--- config.mk ---
export PLATFORM = sky130hd
export DESIGN_NAME = aol_top
export DESIGN_NICKNAME = d
export VERILOG_FILES = /design/src/rtl/aol_pkg.sv /design/src/rtl/aol_sync.sv /design/src/rtl/aol_top.sv
export SDC_FILE = /design/constraint.sdc
export NUM_CORES = 1
export LEC_CHECK = 0
export BUFFER_PORTS_ARGS = -buffer_cell sky130_fd_sc_hd__buf_2
export CAP_MARGIN = 20
export CORE_UTILIZATION = 45
export CTS_CLUSTER_SIZE = 8
export DETAILED_ROUTE_END_ITERATION = 16
export GPL_ROUTABILITY_DRIVEN = 0
export PLACE_DENSITY = 0.66
export SLEW_MARGIN = 10
export SYNTH_ARGS = -nofsm -noshare
export SYNTH_HDL_FRONTEND = slang
export SYNTH_SLANG_ARGS = --single-unit
--- constraint.sdc ---
create_clock -name i_sys_clk -period 1.8 [get_ports i_sys_clk]
set_input_delay 0.18 -clock i_sys_clk [delete_from_list [all_inputs] [get_ports i_sys_clk]]
set_output_delay 0.18 -clock i_sys_clk [all_outputs]
set_load 0.02 [all_outputs]
--- src/rtl/aol_pkg.sv ---
// shared constants and types for the converter output latch
package aol_pkg;
  localparam int AOL_DATA_W = 8;
  localparam logic [7:0] AOL_DATA_RST = 8'h00;
  localparam logic [7:0] AOL_DATA_ONES = 8'hFF;
  localparam logic [7:0] AOL_DATA_ZERO = 8'h00;
  localparam logic AOL_FLAG_RST = 1'b0;
  localparam logic AOL_MODE_RTZ = 1'b1; // mode pin level selecting return-to-zero coding
  localparam int AOL_MSB_POS = 7;
  localparam int AOL_LSB_POS = 0;
  typedef enum logic [1:0] {
    AOL_ST_IDLE = 2'b00,
    AOL_ST_RUN = 2'b01
  } aol_state_t;
endpackage

--- src/rtl/aol_sync.sv ---
// two flip-flop synchroniser with rising edge detect for the sample strobe
`timescale 1ns/1ps
module aol_sync (
  input wire logic i_sys_clk,
  input wire logic i_reset_n,
  input wire logic i_async,
  output logic o_level,
  output logic o_rise
);
  typedef struct packed {
    logic s1;
    logic s2;
    logic s3;
  } aol_sync_st_t;
  aol_sync_st_t st_q, st_d;

  // shift chain; only s2 and s3 are looked at
  always_comb begin
    st_d = st_q;
    st_d.s1 = i_async;
    st_d.s2 = st_q.s1;
    st_d.s3 = st_q.s2;
  end

  always_ff @(posedge i_sys_clk or negedge i_reset_n) begin
    if (!i_reset_n) begin
      st_q <= '0;
    end else begin
      st_q <= st_d;
    end
  end

  assign o_level = st_q.s2;
  assign o_rise = st_q.s2 && !st_q.s3;
endmodule

--- src/rtl/aol_top.sv ---
// converter output latch with overrange coding
`timescale 1ns/1ps
module aol_top
  import aol_pkg::*;
#(
  parameter int DATA_W = AOL_DATA_W
) (
  input wire logic i_sys_clk,
  input wire logic i_reset_n,
  input wire logic i_sample_strobe,
  input wire logic [DATA_W-1:0] i_conv_word,
  input wire logic i_overrange,
  input wire logic i_overrange_mode_select,
  output logic [DATA_W-1:0] o_data,
  output logic o_overrange_flag,
  output logic o_word_valid
);
  // refuse widths that the eight bit coding constants cannot serve
  if (DATA_W != AOL_DATA_W) begin : g_width_check
    $error("aol_top supports only an eight bit word");
  end

  // pipeline walk for one strobe pulse, in clocks after the pin edge:
  //   the first two clocks carry the strobe through the synchroniser,
  //   the next clock sees the rise, takes the coded sample into the pipeline
  //   and moves the previous sample to the outputs with a one clock valid pulse.
  // word and control pins must be settled a few clocks before the strobe rises,
  // and the strobe must stay high and low for more than one clock, or an edge can be lost.

  // all registered state; the s1 and s2 fields are the pin synchronisers
  typedef struct packed {
    logic [DATA_W-1:0] cw_s1; // word, first stage
    logic [DATA_W-1:0] cw_s2; // word, second stage
    logic [1:0] ctl_s1; // overrange and mode, first stage
    logic ovr_s2; // overrange, second stage
    logic mode_s2; // mode select, second stage
    logic [DATA_W-1:0] pipe_data; // sample taken at the latest rise
    logic pipe_flag; // flag of that sample
    logic [DATA_W-1:0] out_data; // word shown on the pins
    logic out_flag; // flag shown on the pins
    logic out_valid; // one clock pulse after an output load
    aol_state_t state; // idle until the pipeline holds a real sample
  } aol_st_t;

  aol_st_t st_q, st_d;
  logic strobe_rise; // one clock pulse per synchronised strobe rise

  // strobe synchroniser and edge detect; the rise pulse is the only event that
  // moves the pipeline, so a falling strobe or a held-high strobe does nothing,
  // and the detector starts from the idle low level after reset, giving no false rise
  aol_sync u_strobe_sync (
    .i_sys_clk(i_sys_clk),
    .i_reset_n(i_reset_n),
    .i_async(i_sample_strobe),
    .o_level(),
    .o_rise(strobe_rise)
  );

  // coding of one sample into flag and data:
  // overrange wins over the word; the mode pin only picks which overrange code is sent,
  // so an in-range sample never depends on the mode
  function automatic logic [DATA_W:0] aol_code(input logic [DATA_W-1:0] word, input logic ovr,
                                               input logic mode);
    logic [DATA_W:0] res;
    res = {1'b0, word};
    case ({ovr, mode == AOL_MODE_RTZ})
      2'h3: begin
        res = {1'b1, AOL_DATA_ZERO}; // return-to-zero code
      end
      2'h2: begin
        res = {1'b0, AOL_DATA_ONES}; // all ones, flag held low
      end
      default: begin
        res = {1'b0, word}; // in range passes word, flag low
      end
    endcase
    return res;
  endfunction

  // next state: synchronisers shift every clock; pipeline and outputs move only on a strobe rise
  always_comb begin
    logic [DATA_W:0] coded;
    coded = '0;
    st_d = st_q;
    // two stages on every pin input; only the second stage is read by logic
    st_d.cw_s1 = i_conv_word;
    st_d.cw_s2 = st_q.cw_s1;
    st_d.ctl_s1 = {i_overrange, i_overrange_mode_select};
    st_d.ovr_s2 = st_q.ctl_s1[1];
    st_d.mode_s2 = st_q.ctl_s1[0];
    // word bits may skew through the stages, but they are settled well before the
    // strobe rise reaches the detector, which is what qualifies the whole word
    coded = aol_code(st_q.cw_s2, st_q.ovr_s2, st_q.mode_s2);
    st_d.out_valid = 1'b0;
    case (st_q.state)
      AOL_ST_IDLE: begin
        // first rise after reset only fills the pipeline; outputs keep the zero word
        if (strobe_rise) begin
          st_d.pipe_data = coded[DATA_W-1:0];
          st_d.pipe_flag = coded[DATA_W];
          st_d.state = AOL_ST_RUN;
        end
      end
      AOL_ST_RUN: begin
        // later rises: previous sample to the outputs, new sample into the pipeline
        if (strobe_rise) begin
          st_d.pipe_data = coded[DATA_W-1:0];
          st_d.pipe_flag = coded[DATA_W];
          st_d.out_data = st_q.pipe_data;
          st_d.out_flag = st_q.pipe_flag;
          st_d.out_valid = 1'b1;
        end
      end
      default: begin
        // unused code: fall back to idle so the next rise refills the pipeline
        st_d.state = AOL_ST_IDLE;
      end
    endcase
  end

  // asynchronous clear puts every stage, the pipeline and the outputs to zero
  always_ff @(posedge i_sys_clk or negedge i_reset_n) begin
    if (!i_reset_n) begin
      st_q <= '0;
    end else begin
      st_q <= st_d;
    end
  end

  // outputs come straight from the state flip-flops, so the capturing logic
  // never sees a glitch between the flag and the data bits
  assign o_data = st_q.out_data;
  assign o_overrange_flag = st_q.out_flag;
  assign o_word_valid = st_q.out_valid;

  // outputs move only right after a strobe edge
  out_hold_a: assert property (@(posedge i_sys_clk) disable iff (!i_reset_n)
    !$past(strobe_rise) |-> $stable({o_overrange_flag, o_data}))
    else $error("outputs changed without a strobe edge");

  // flag high implies zero data
  flag_data_a: assert property (@(posedge i_sys_clk) disable iff (!i_reset_n)
    o_overrange_flag |-> o_data == AOL_DATA_ZERO)
    else $error("flag high with nonzero data");

  // one strobe of latency: a loaded output is the sample taken at the prior rise,
  // never the sample taken at the rise that loads it
  latency_one_a: assert property (@(posedge i_sys_clk) disable iff (!i_reset_n)
    strobe_rise && st_q.state == AOL_ST_RUN |=> o_word_valid
      && {o_overrange_flag, o_data} == $past({st_q.pipe_flag, st_q.pipe_data}))
    else $error("latency check failed");

  // overrange in inhibited mode codes to ones
  nrz_code_a: assert property (@(posedge i_sys_clk) disable iff (!i_reset_n)
    strobe_rise && st_q.ovr_s2 && st_q.mode_s2 != AOL_MODE_RTZ |=> st_q.pipe_data == AOL_DATA_ONES && !st_q.pipe_flag)
    else $error("inhibited overrange coding wrong");

  // flag never high in inhibited mode
  flag_inhibit_a: assert property (@(posedge i_sys_clk) disable iff (!i_reset_n)
    strobe_rise && st_q.mode_s2 != AOL_MODE_RTZ |=> !st_q.pipe_flag)
    else $error("flag set in inhibited mode");

  // in range word passes unchanged
  in_range_a: assert property (@(posedge i_sys_clk) disable iff (!i_reset_n)
    strobe_rise && !st_q.ovr_s2 |=> st_q.pipe_data == $past(st_q.cw_s2) && !st_q.pipe_flag)
    else $error("in range word altered");

  // output word pairs with the pipeline word of the prior edge
  word_pair_a: assert property (@(posedge i_sys_clk) disable iff (!i_reset_n)
    strobe_rise |=> {o_overrange_flag, o_data} == $past({st_q.pipe_flag, st_q.pipe_data}))
    else $error("flag and data not moved together");

  // bit order: msb and lsb positions kept
  bit_order_a: assert property (@(posedge i_sys_clk) disable iff (!i_reset_n)
    strobe_rise |=> o_data[AOL_MSB_POS] == $past(st_q.pipe_data[AOL_MSB_POS])
      && o_data[AOL_LSB_POS] == $past(st_q.pipe_data[AOL_LSB_POS]))
    else $error("bit order wrong");

  // before the first real word the outputs show the zero word with no valid
  idle_zero_a: assert property (@(posedge i_sys_clk) disable iff (!i_reset_n)
    st_q.state == AOL_ST_IDLE |-> {o_word_valid, o_overrange_flag, o_data} == '0)
    else $error("outputs not quiet before the first word");

  // the first rise after reset fills the pipeline but loads no real word
  first_edge_a: assert property (@(posedge i_sys_clk) disable iff (!i_reset_n)
    strobe_rise && st_q.state == AOL_ST_IDLE |=> !o_word_valid && st_q.state == AOL_ST_RUN)
    else $error("first strobe rise produced a word");

  // a valid pulse follows a detected strobe rise only
  valid_cause_a: assert property (@(posedge i_sys_clk) disable iff (!i_reset_n)
    o_word_valid |-> $past(strobe_rise))
    else $error("word valid without a strobe rise");

  // valid lasts exactly one clock
  valid_pulse_a: assert property (@(posedge i_sys_clk) disable iff (!i_reset_n)
    o_word_valid |=> !o_word_valid)
    else $error("word valid longer than one clock");

  // overrange in enabled mode codes to flag high and zero data
  rtz_code_a: assert property (@(posedge i_sys_clk) disable iff (!i_reset_n)
    strobe_rise && st_q.ovr_s2 && st_q.mode_s2 == AOL_MODE_RTZ |=> st_q.pipe_flag
      && st_q.pipe_data == AOL_DATA_ZERO)
    else $error("enabled overrange coding wrong");

  // a flagged sample in the pipeline always carries zero data
  pipe_pair_a: assert property (@(posedge i_sys_clk) disable iff (!i_reset_n)
    strobe_rise |=> !st_q.pipe_flag || st_q.pipe_data == AOL_DATA_ZERO)
    else $error("pipeline flag and data disagree");

  // the pipeline keeps its sample between strobe rises
  pipe_hold_a: assert property (@(posedge i_sys_clk) disable iff (!i_reset_n)
    !strobe_rise |=> $stable({st_q.pipe_flag, st_q.pipe_data}))
    else $error("pipeline sample changed without a strobe rise");
endmodule

After elaboration in Yosys (flattened, before gate mapping)

Cells that the tools add are included.

Flip-flop bits (word level): 44
Input bits: 13
Output and inout bits: 10
Word-level logic and storage cells: 34

Eq/ne operators: 5
Muxes and demuxes: 7
Bitwise gates (word level): 1
Reduce and logical (&&, ||, !) cells: 7

Operator list:

| operator             | count |
|---|---|
| $pmux W9 S2          | 2 |
| $mux W19             | 1 |
| $mux W9              | 1 |
| $eq A2 B2 Y1 const B | 2 |
| $ne A2 B2 Y1 const B | 2 |
| $pmux W2 S2          | 1 |
| $reduce_and A2 Y1    | 2 |
| $reduce_and A3 Y1    | 1 |
| $eq A2 B1 Y1 const B | 1 |
| $logic_not A2 Y1     | 1 |
| $mux W2              | 1 |
| $reduce_bool A2 Y1   | 1 |
| $logic_and A1 B1 Y1  | 1 |
| $logic_not A1 Y1     | 1 |
| $mux W1              | 1 |
| $not A1 Y1           | 1 |

Logic depth before layout (Yosys ltp)

Gate-level depths: netlist of the first run.

Depth after elaboration: 4
Mapped depth: 5
Gate-level depth less buffers: 3

Modules after synthesis

Synthesis of the first run repeated with hierarchy kept, for this count alone.

Cell total of the unflattened synthesis: 96
Area, all modules: 1,448.9 µm²

Modules (own cells, without submodules):

| module   | instances | cells an instance | area an instance (µm²) | sequential area each (µm²) |
|---|---|---|---|---|
| aol_top  | 1         | 92                | 1,360.1                | 1,001.0 |
| aol_sync | 1         | 4                 | 88.8                   | 75.1 |

Worst setup path before layout of the first run

Ideal clock, no wire load.

Kind: register -> register
From: register u_strobe_sync.st_q[0] (netlist bit)
To: register st_q, in the netlist o_data[0]
Setup time: 125 ps
Arrival time: 939 ps
Required time: 1,675 ps
Path slack: 735 ps
Stages on the path, launching flop included: 4
Path buffers: 1
Period minus slack after synthesis: 1,065 ps
Path through: dfrtp_1 > nand3b_1 > buf_6 > mux2_4

Cells in the longest elaborated chain, start to end: 3

Ends and longest elaborated chain:

| item                        | line           | source |
|---|---|---|
| start: declaration          | aol_sync.sv:15 | `aol_sync_st_t st_q, st_d;` |
| start signal: assignment    | aol_sync.sv:29 | `st_q <= st_d;` |
| $logic_not A1 Y1            | aol_sync.sv:34 | `assign o_rise = st_q.s2 && !st_q.s3;` |
| $logic_and A1 B1 Y1         | aol_sync.sv:34 |  |
| $reduce_and A2 Y1 (no line) | --             |  |
| end signal: assignment      | aol_top.sv:126 | `st_q <= st_d;` |
| end: declaration            | aol_top.sv:45  | `aol_st_t st_q, st_d;` |

Every way passes these cells.
A chain may end at the register's enable or synchronous reset.

Worst setup path after layout of the first run

From: register u_strobe_sync.st_q[0] (netlist bit)
To: register st_q, in the netlist o_data[7]

Same word-level chain as after synthesis.

==> results of run 1 <==
logic make-up (layout without fill, tap and decap cells):
logic type             Yosys count  in the layout  share of synthesized area [%]
flip-flops                      43             43                           73.9
AND/OR/NAND/NOR                 14             14                           4.47
AO/OA/AOI/OAI                   17             17                           5.84
buffers and inverters           13             45                           6.53
multiplexers                     9              9                           9.28
state kept, by name, summed over array words and instances (netlist names):
name                   flops
o_data                     8
o_overrange_flag           1
o_word_valid               1
st_d                      10
st_q                      20
u_strobe_sync.o_level      1
u_strobe_sync.st_d         1
u_strobe_sync.st_q         1
Yosys cell counts:
cell type	instances
nand2_1	10
o21ai_0	12
buf_2	1
o21ai_1	1
inv_1	2
and2b_1	1
buf_4	8
dfrtp_1	43
nand3b_1	1
buf_6	2
a21oi_1	4
mux2_4	9
nand2b_1	2
layer usage:
metal | part of all wire (%) | routed length (um) | vias up
met2 | 47 | 803 | 25
met1 | 44 | 753 | 329
met5 | 0 | 0 | -
met4 | 2.7 | 46 | 0
li1 | - | - | 370
met3 | 5.5 | 93 | 8
area by class of cell:
type                    count  area [um^2]  area share (%)
flip-flops and latches     43         1080            62.2
multi-input cells          40          285            16.5
clock buffers               8         68.8            3.98
repair buffers             35          238            13.7
inverters                   2         7.51           0.434
well taps                  44         55.1            3.18
stage by stage:
stage               instances  power [mW]
floorplan                  96        1.35
global placement          152        1.38
detailed placement        152        1.39
CTS                       172        1.90
global route              172        1.98
finish                    172        1.88
power by group through the flow:
stage | logic [mW] | registers (mW) | clock network (mW)
6_report | 0.271 | 1.11 | 0.499
5_1_grt | 0.296 | 1.12 | 0.560
4_1_cts | 0.275 | 1.11 | 0.514
3_5_place_dp | 0.255 | 1.13 | 0
3_3_place_gp | 0.248 | 1.13 | 0
2_1_floorplan | 0.227 | 1.12 | 0
final timing paths:
kind | from | to | slack, ns | cells past startpoint
max | u_strobe_sync.st_q[0] | o_data[7] | 0.33 | 2
min | st_d[28] | st_q[28] | 0.36 | 0
max reg2reg | u_strobe_sync.st_q[0] | o_data[7] | 0.33 | 2
min reg2reg | st_d[28] | st_q[28] | 0.36 | 0
max in group asynchronous | i_reset_n | st_q[22] | 1.04 | 3
min in group asynchronous | i_reset_n | o_overrange_flag | 0.41 | 3
==> results.py, run 1 <==
metrics = {
    "placed_design": {
        "place_area_um2": 1540,
        "post-place-ws_ns": 0.352,
        "dpl.hpwl_um": 1060,
        "port_buffers": 22,
    },
    "synthesis": {
        "yosysSeqAreaShare_pct": 73.9,
        "synth_area_leaders": "dfrtp_1 74%, mux2_4 9.3%, o21ai_0 4.1%",
        "ys_types": 13,
        "yosysWarningCount": 0,
        "synth_top_cell_area_share_pct": 73.9,
        "synth-seq-cells": 43,
        "syn-cell-area_um2": 1460,
        "syn-num-nets": 109,
        "syn_inst": 96,
        "yosys.area.top_type": "dfrtp_1",
        "avgSynthCellArea_um2": 15.2,
    },
    "routing": {
        "routed_wirelength_um": 1700,
        "drc": 0,
        "drt_iter0_markers": 12,
        "ant_nets": 0,
        "routedWlPerCell_um": 9.86,
        "drt-pass1-iter-count": 4,
        "vias_per_cell": 4.26,
        "vias": 732,
    },
    "power_and_ir_drop": {
        "pwr-share-seq_pct": 59.0,
        "pwr-share-clk_pct": 26.5,
        "comb_power_share_pct": 14.4,
        "p_leak_nw": 0.851,
        "vdd_drop_max_v": 0.000560,
        "p_per_area_nw_per_um2": 1090,
        "p_sw_share_pct": 23.9,
        "intPower_mw": 1.43,
        "netSwitchingPower_mw": 0.450,
    },
    "sta": {
        "relSlewSlack_pct": 58.1,
        "maxSlewViolCount": 0,
        "fin_worst_skew_ns": 0.00730,
        "fmax_mhz": 682,
        "worst_pin_slew_ns": 0.626,
        "hold_slack_ns": 0.358,
        "hold_viol_final": 0,
        "setup_tns_ns": 0,
        "rsz0062_at_grt": "false",
        "period_share_pct": 81.4,
        "period_needed_ns": 1.47,
        "worst_slack_ns": 0.334,
        "setup_viol": 0,
    },
    "worst_setup_path": {
        "cp_max_fo": 10,
        "worstPathCellList": "nand3b_1 > mux2_4",
        "cp_slowest_cell": "nand3b_1",
        "cp_top_family": "simple AND/OR/NAND/NOR gates",
        "required_ns": 2.02,
        "cp-start-kind": "flip-flop",
        "path_class": "reg -> reg",
        "crit_path_end_kind": "flip-flop",
        "critPathBufInv": 0,
        "slowest_delay_ns": 0.51,
        "crit_arrival_ns": 1.69,
    },
    "clock_network": {
        "postCtsResizedCells": 0,
        "tritoncts": "yes",
        "postCtsSetupBuffers": 0,
        "cts_made_buffers": 5,
        "htreeDepth": 2,
        "cts.reportedPaths.clkPinSlew_ns": 0.11,
        "cts_hold_buf": 12,
        "cts-root-buf": "clkbuf_4",
        "cts.path.max_buffers": 2,
        "cts_sinks": 43,
        "clock_latency_ns": 0.33,
    },
    "global_route": {
        "top_usage_layer": "met2",
        "grt_pass1_wl_um": 2870,
        "antenna_found_initial": 0,
        "grt_usage_pct": 11.9,
        "met2_usage_pct": 20.8,
        "use_met1_pct": 11.4,
        "grtUsageMet3_pct": 4.62,
        "overflow": 0,
        "grt_max_degree": 44,
        "grt_pass1_vias": 721,
    },
    "run_status": {
        "status": "complete, no violations",
    },
    "floorplanning": {
        "start_util_pct": 47.7,
        "die_area_um2": 3470,
        "die_h_um": 58.9,
        "rows": 20,
        "die_w_um": 58.9,
        "core_area_um2": 3050,
        "ioPinCount": 23,
    },
    "cells_and_area": {
        "layout_commonest_cell": "dfrtp_1",
        "final_net_count": 140,
        "design_area_um2": 1730,
        "fillers": 283,
        "drive_gt1_share_pct": 30.5,
        "area_delta_synth_final_pct": 18.8,
        "mostFrequentLayoutCells": "43 x dfrtp_1, 22 x buf_2, 12 x o21ai_0, 12 x dlygate4sd3_1, 10 x nand2_1",
        "antenna_cells": 0,
        "post-route-util_pct": 56.7,
    },
    "min_path": {
        "hold_class": "reg -> reg",
    },
    "run": {
        "drv_cap": 0,
    },
}
No activity file was read; power rests on OpenSTA's default activity.
==> run 2: changes to the inputs <==
--- a/config.mk
+++ b/config.mk
@@ -11,7 +11,7 @@
 export CTS_CLUSTER_SIZE = 8
 export DETAILED_ROUTE_END_ITERATION = 16
 export GPL_ROUTABILITY_DRIVEN = 0
-export PLACE_DENSITY = 0.66
+export PLACE_DENSITY = 0.68
 export SLEW_MARGIN = 10
 export SYNTH_ARGS = -nofsm -noshare
 export SYNTH_HDL_FRONTEND = slang
==> constraint.sdc (replaced) <==
create_clock -name i_sys_clk -period 1.3 [get_ports i_sys_clk]
set_input_delay 0.13 -clock i_sys_clk [delete_from_list [all_inputs] [get_ports i_sys_clk]]
set_output_delay 0.13 -clock i_sys_clk [all_outputs]
set_load 0.02 [all_outputs]
==> run 2 against run 1 <==
  * Die area unchanged
  * Fmax increased by 29%
  * Sequential share of layout area grew 0.32 points
  * Non-clock buffer count is 1 higher
  * Power up 33%
  * Sequential power up 39%
  * Design area shrank 0.51%
  * Combinational power grew 40%
  * Hold slack worse by 0.0016 ns
  * Critical path depth up 1
  * Largest power group unchanged
==> results.py, run 2 (synthesized netlist as in run 1, its figures left out) <==
metrics = {
    "worst_setup_path": {
        "cp_slowest_cell": "dfrtp_1",
        "cp-start-kind": "flip-flop",
        "ff2ff_setup_slack_ns": 0.17,
        "path_class": "reg -> reg",
        "cp_max_fo": 10,
        "crit_path_end_kind": "flip-flop",
        "required_ns": 1.53,
        "crit_arrival_ns": 1.36,
        "worstPathCellList": "nand3b_1 > buf_4 > mux2_4",
        "slowest_delay_ns": 0.39,
    },
    "power_and_ir_drop": {
        "p_per_area_nw_per_um2": 1450,
        "p_sw_share_pct": 24.8,
        "p_total_mw": 2.49,
        "pwr-share-seq_pct": 61.7,
        "intPower_mw": 1.87,
        "p_leak_nw": 0.847,
        "netSwitchingPower_mw": 0.619,
        "vdd_drop_max_v": 0.000560,
        "pwr-share-clk_pct": 23.1,
        "comb_power_share_pct": 15.2,
    },
    "cells_and_area": {
        "layout_commonest_cell": "dfrtp_1",
        "final_net_count": 141,
        "regMostFlops": "st_q",
        "antenna_cells": 0,
        "mostFrequentLayoutCells": "43 x dfrtp_1, 22 x buf_2, 12 x o21ai_0, 12 x dlygate4sd3_1, 10 x nand2_1",
        "post-route-util_pct": 56.4,
        "fillers": 269,
        "largest_reg_flops": 20,
        "design_area_um2": 1720,
        "drive_gt1_share_pct": 31.0,
        "area_delta_synth_final_pct": 18.2,
        "fin_cells": 173,
    },
    "min_path": {
        "hold_class": "in -> async",
    },
    "floorplanning": {
        "die_h_um": 58.9,
        "die_w_um": 58.9,
        "start_util_pct": 47.7,
        "rows": 20,
        "ioPinCount": 23,
        "core_area_um2": 3050,
        "die_area_um2": 3470,
    },
    "clock_network": {
        "clock_latency_ns": 0.33,
        "cts-root-buf": "clkbuf_4",
        "cts.path.max_buffers": 2,
        "postCtsSetupBuffers": 0,
        "cts_sinks": 43,
        "htreeDepth": 2,
        "cts.reportedPaths.clkPinSlew_ns": 0.11,
        "cts_made_buffers": 5,
        "tritoncts": "yes",
    },
    "sta": {
        "period_share_pct": 87.2,
        "rsz0062_at_grt": "false",
        "setup_tns_ns": 0,
        "worst_slack_ns": 0.166,
        "fmax_mhz": 882,
        "hold_viol_final": 0,
        "worst_pin_slew_ns": 0.504,
        "maxSlewViolCount": 0,
        "period_needed_ns": 1.13,
        "setup_viol": 0,
        "hold_slack_ns": 0.357,
        "fin_worst_skew_ns": 0.00531,
        "relSlewSlack_pct": 66.4,
    },
    "routing": {
        "vias": 749,
        "drt-pass1-iter-count": 3,
        "vias_per_cell": 4.33,
        "drc": 0,
        "ant_nets": 0,
        "drt_iter0_markers": 8,
        "routed_wirelength_um": 1770,
        "routedWlPerCell_um": 10.2,
    },
    "global_route": {
        "grt_usage_pct": 12.6,
        "grt_pass1_vias": 732,
        "antenna_found_initial": 0,
        "grt_max_degree": 44,
        "grt_pass1_wl_um": 3000,
        "overflow": 0,
    },
    "placed_design": {
        "place_area_um2": 1550,
        "dpl.hpwl_um": 1140,
        "dp.cells": 153,
        "port_buffers": 22,
        "post-place-ws_ns": 0.132,
    },
    "run": {
        "drv_cap": 0,
    },
    "run_status": {
        "status": "complete, no violations",
    },
}
-- run 2: path summary, 6_finish.rpt --
path | cells after the start | from | endpoint
min reg2reg | 0 | st_d[21] | st_q[21]
max | 3 | u_strobe_sync.st_q[0] | o_data[7]
max in group asynchronous | 3 | i_reset_n | st_d[32]
max reg2reg | 3 | u_strobe_sync.st_q[0] | o_data[7]
min in group i_sys_clk | 0 | st_d[21] | st_q[21]
min | 3 | i_reset_n | o_data[0]
-- run 2: area by class of cell --
class                   instances  area [um^2]  area share (%)
clock inverters                 1         5.00           0.291
repair buffers                 36          245            14.2
multi-input cells              40          288            16.7
inverters                       2         7.51           0.436
well taps                      44         55.1            3.20
flip-flops and latches         43         1080            62.5
clock buffers                   7         45.0            2.62
-- run 2: critical path, delay by kind of cell (launching register included) --
| kind | cells | cell delay, ns |
|---|---|---|
| flops | 1 | 0.39 |
| buf+inv | 1 | 0.19 |
| mux | 1 | 0.30 |
| simple gates | 1 | 0.15 |
-- run 2: power by group through the flow --
stage               clock (mW)  sequential [mW]  combinational [mW]
floorplan                    0             1.56               0.314
global placement             0             1.56               0.347
detailed placement           0             1.57               0.357
CTS                      0.608             1.54               0.384
global route             0.671             1.56               0.417
finish                   0.576             1.54               0.379
-- run 2: routing by layer --
layer  vias to the layer above  global-route usage (%)  share of wire (%)
li1                        367                       -                  -
met1                       354                    12.1                 43
met2                        23                    21.4                 49
met3                         5                    7.25                5.5
met4                         0                    6.12                1.6
met5                         -                       0                  0
-- run 2: what timing repair did --
item / in CTS / in global routing
hold buffers: 12 / 0
setup endpoints to repair: 0 / 2
resized for setup: 0 / 1
hold endpoints to repair: 54 / 0
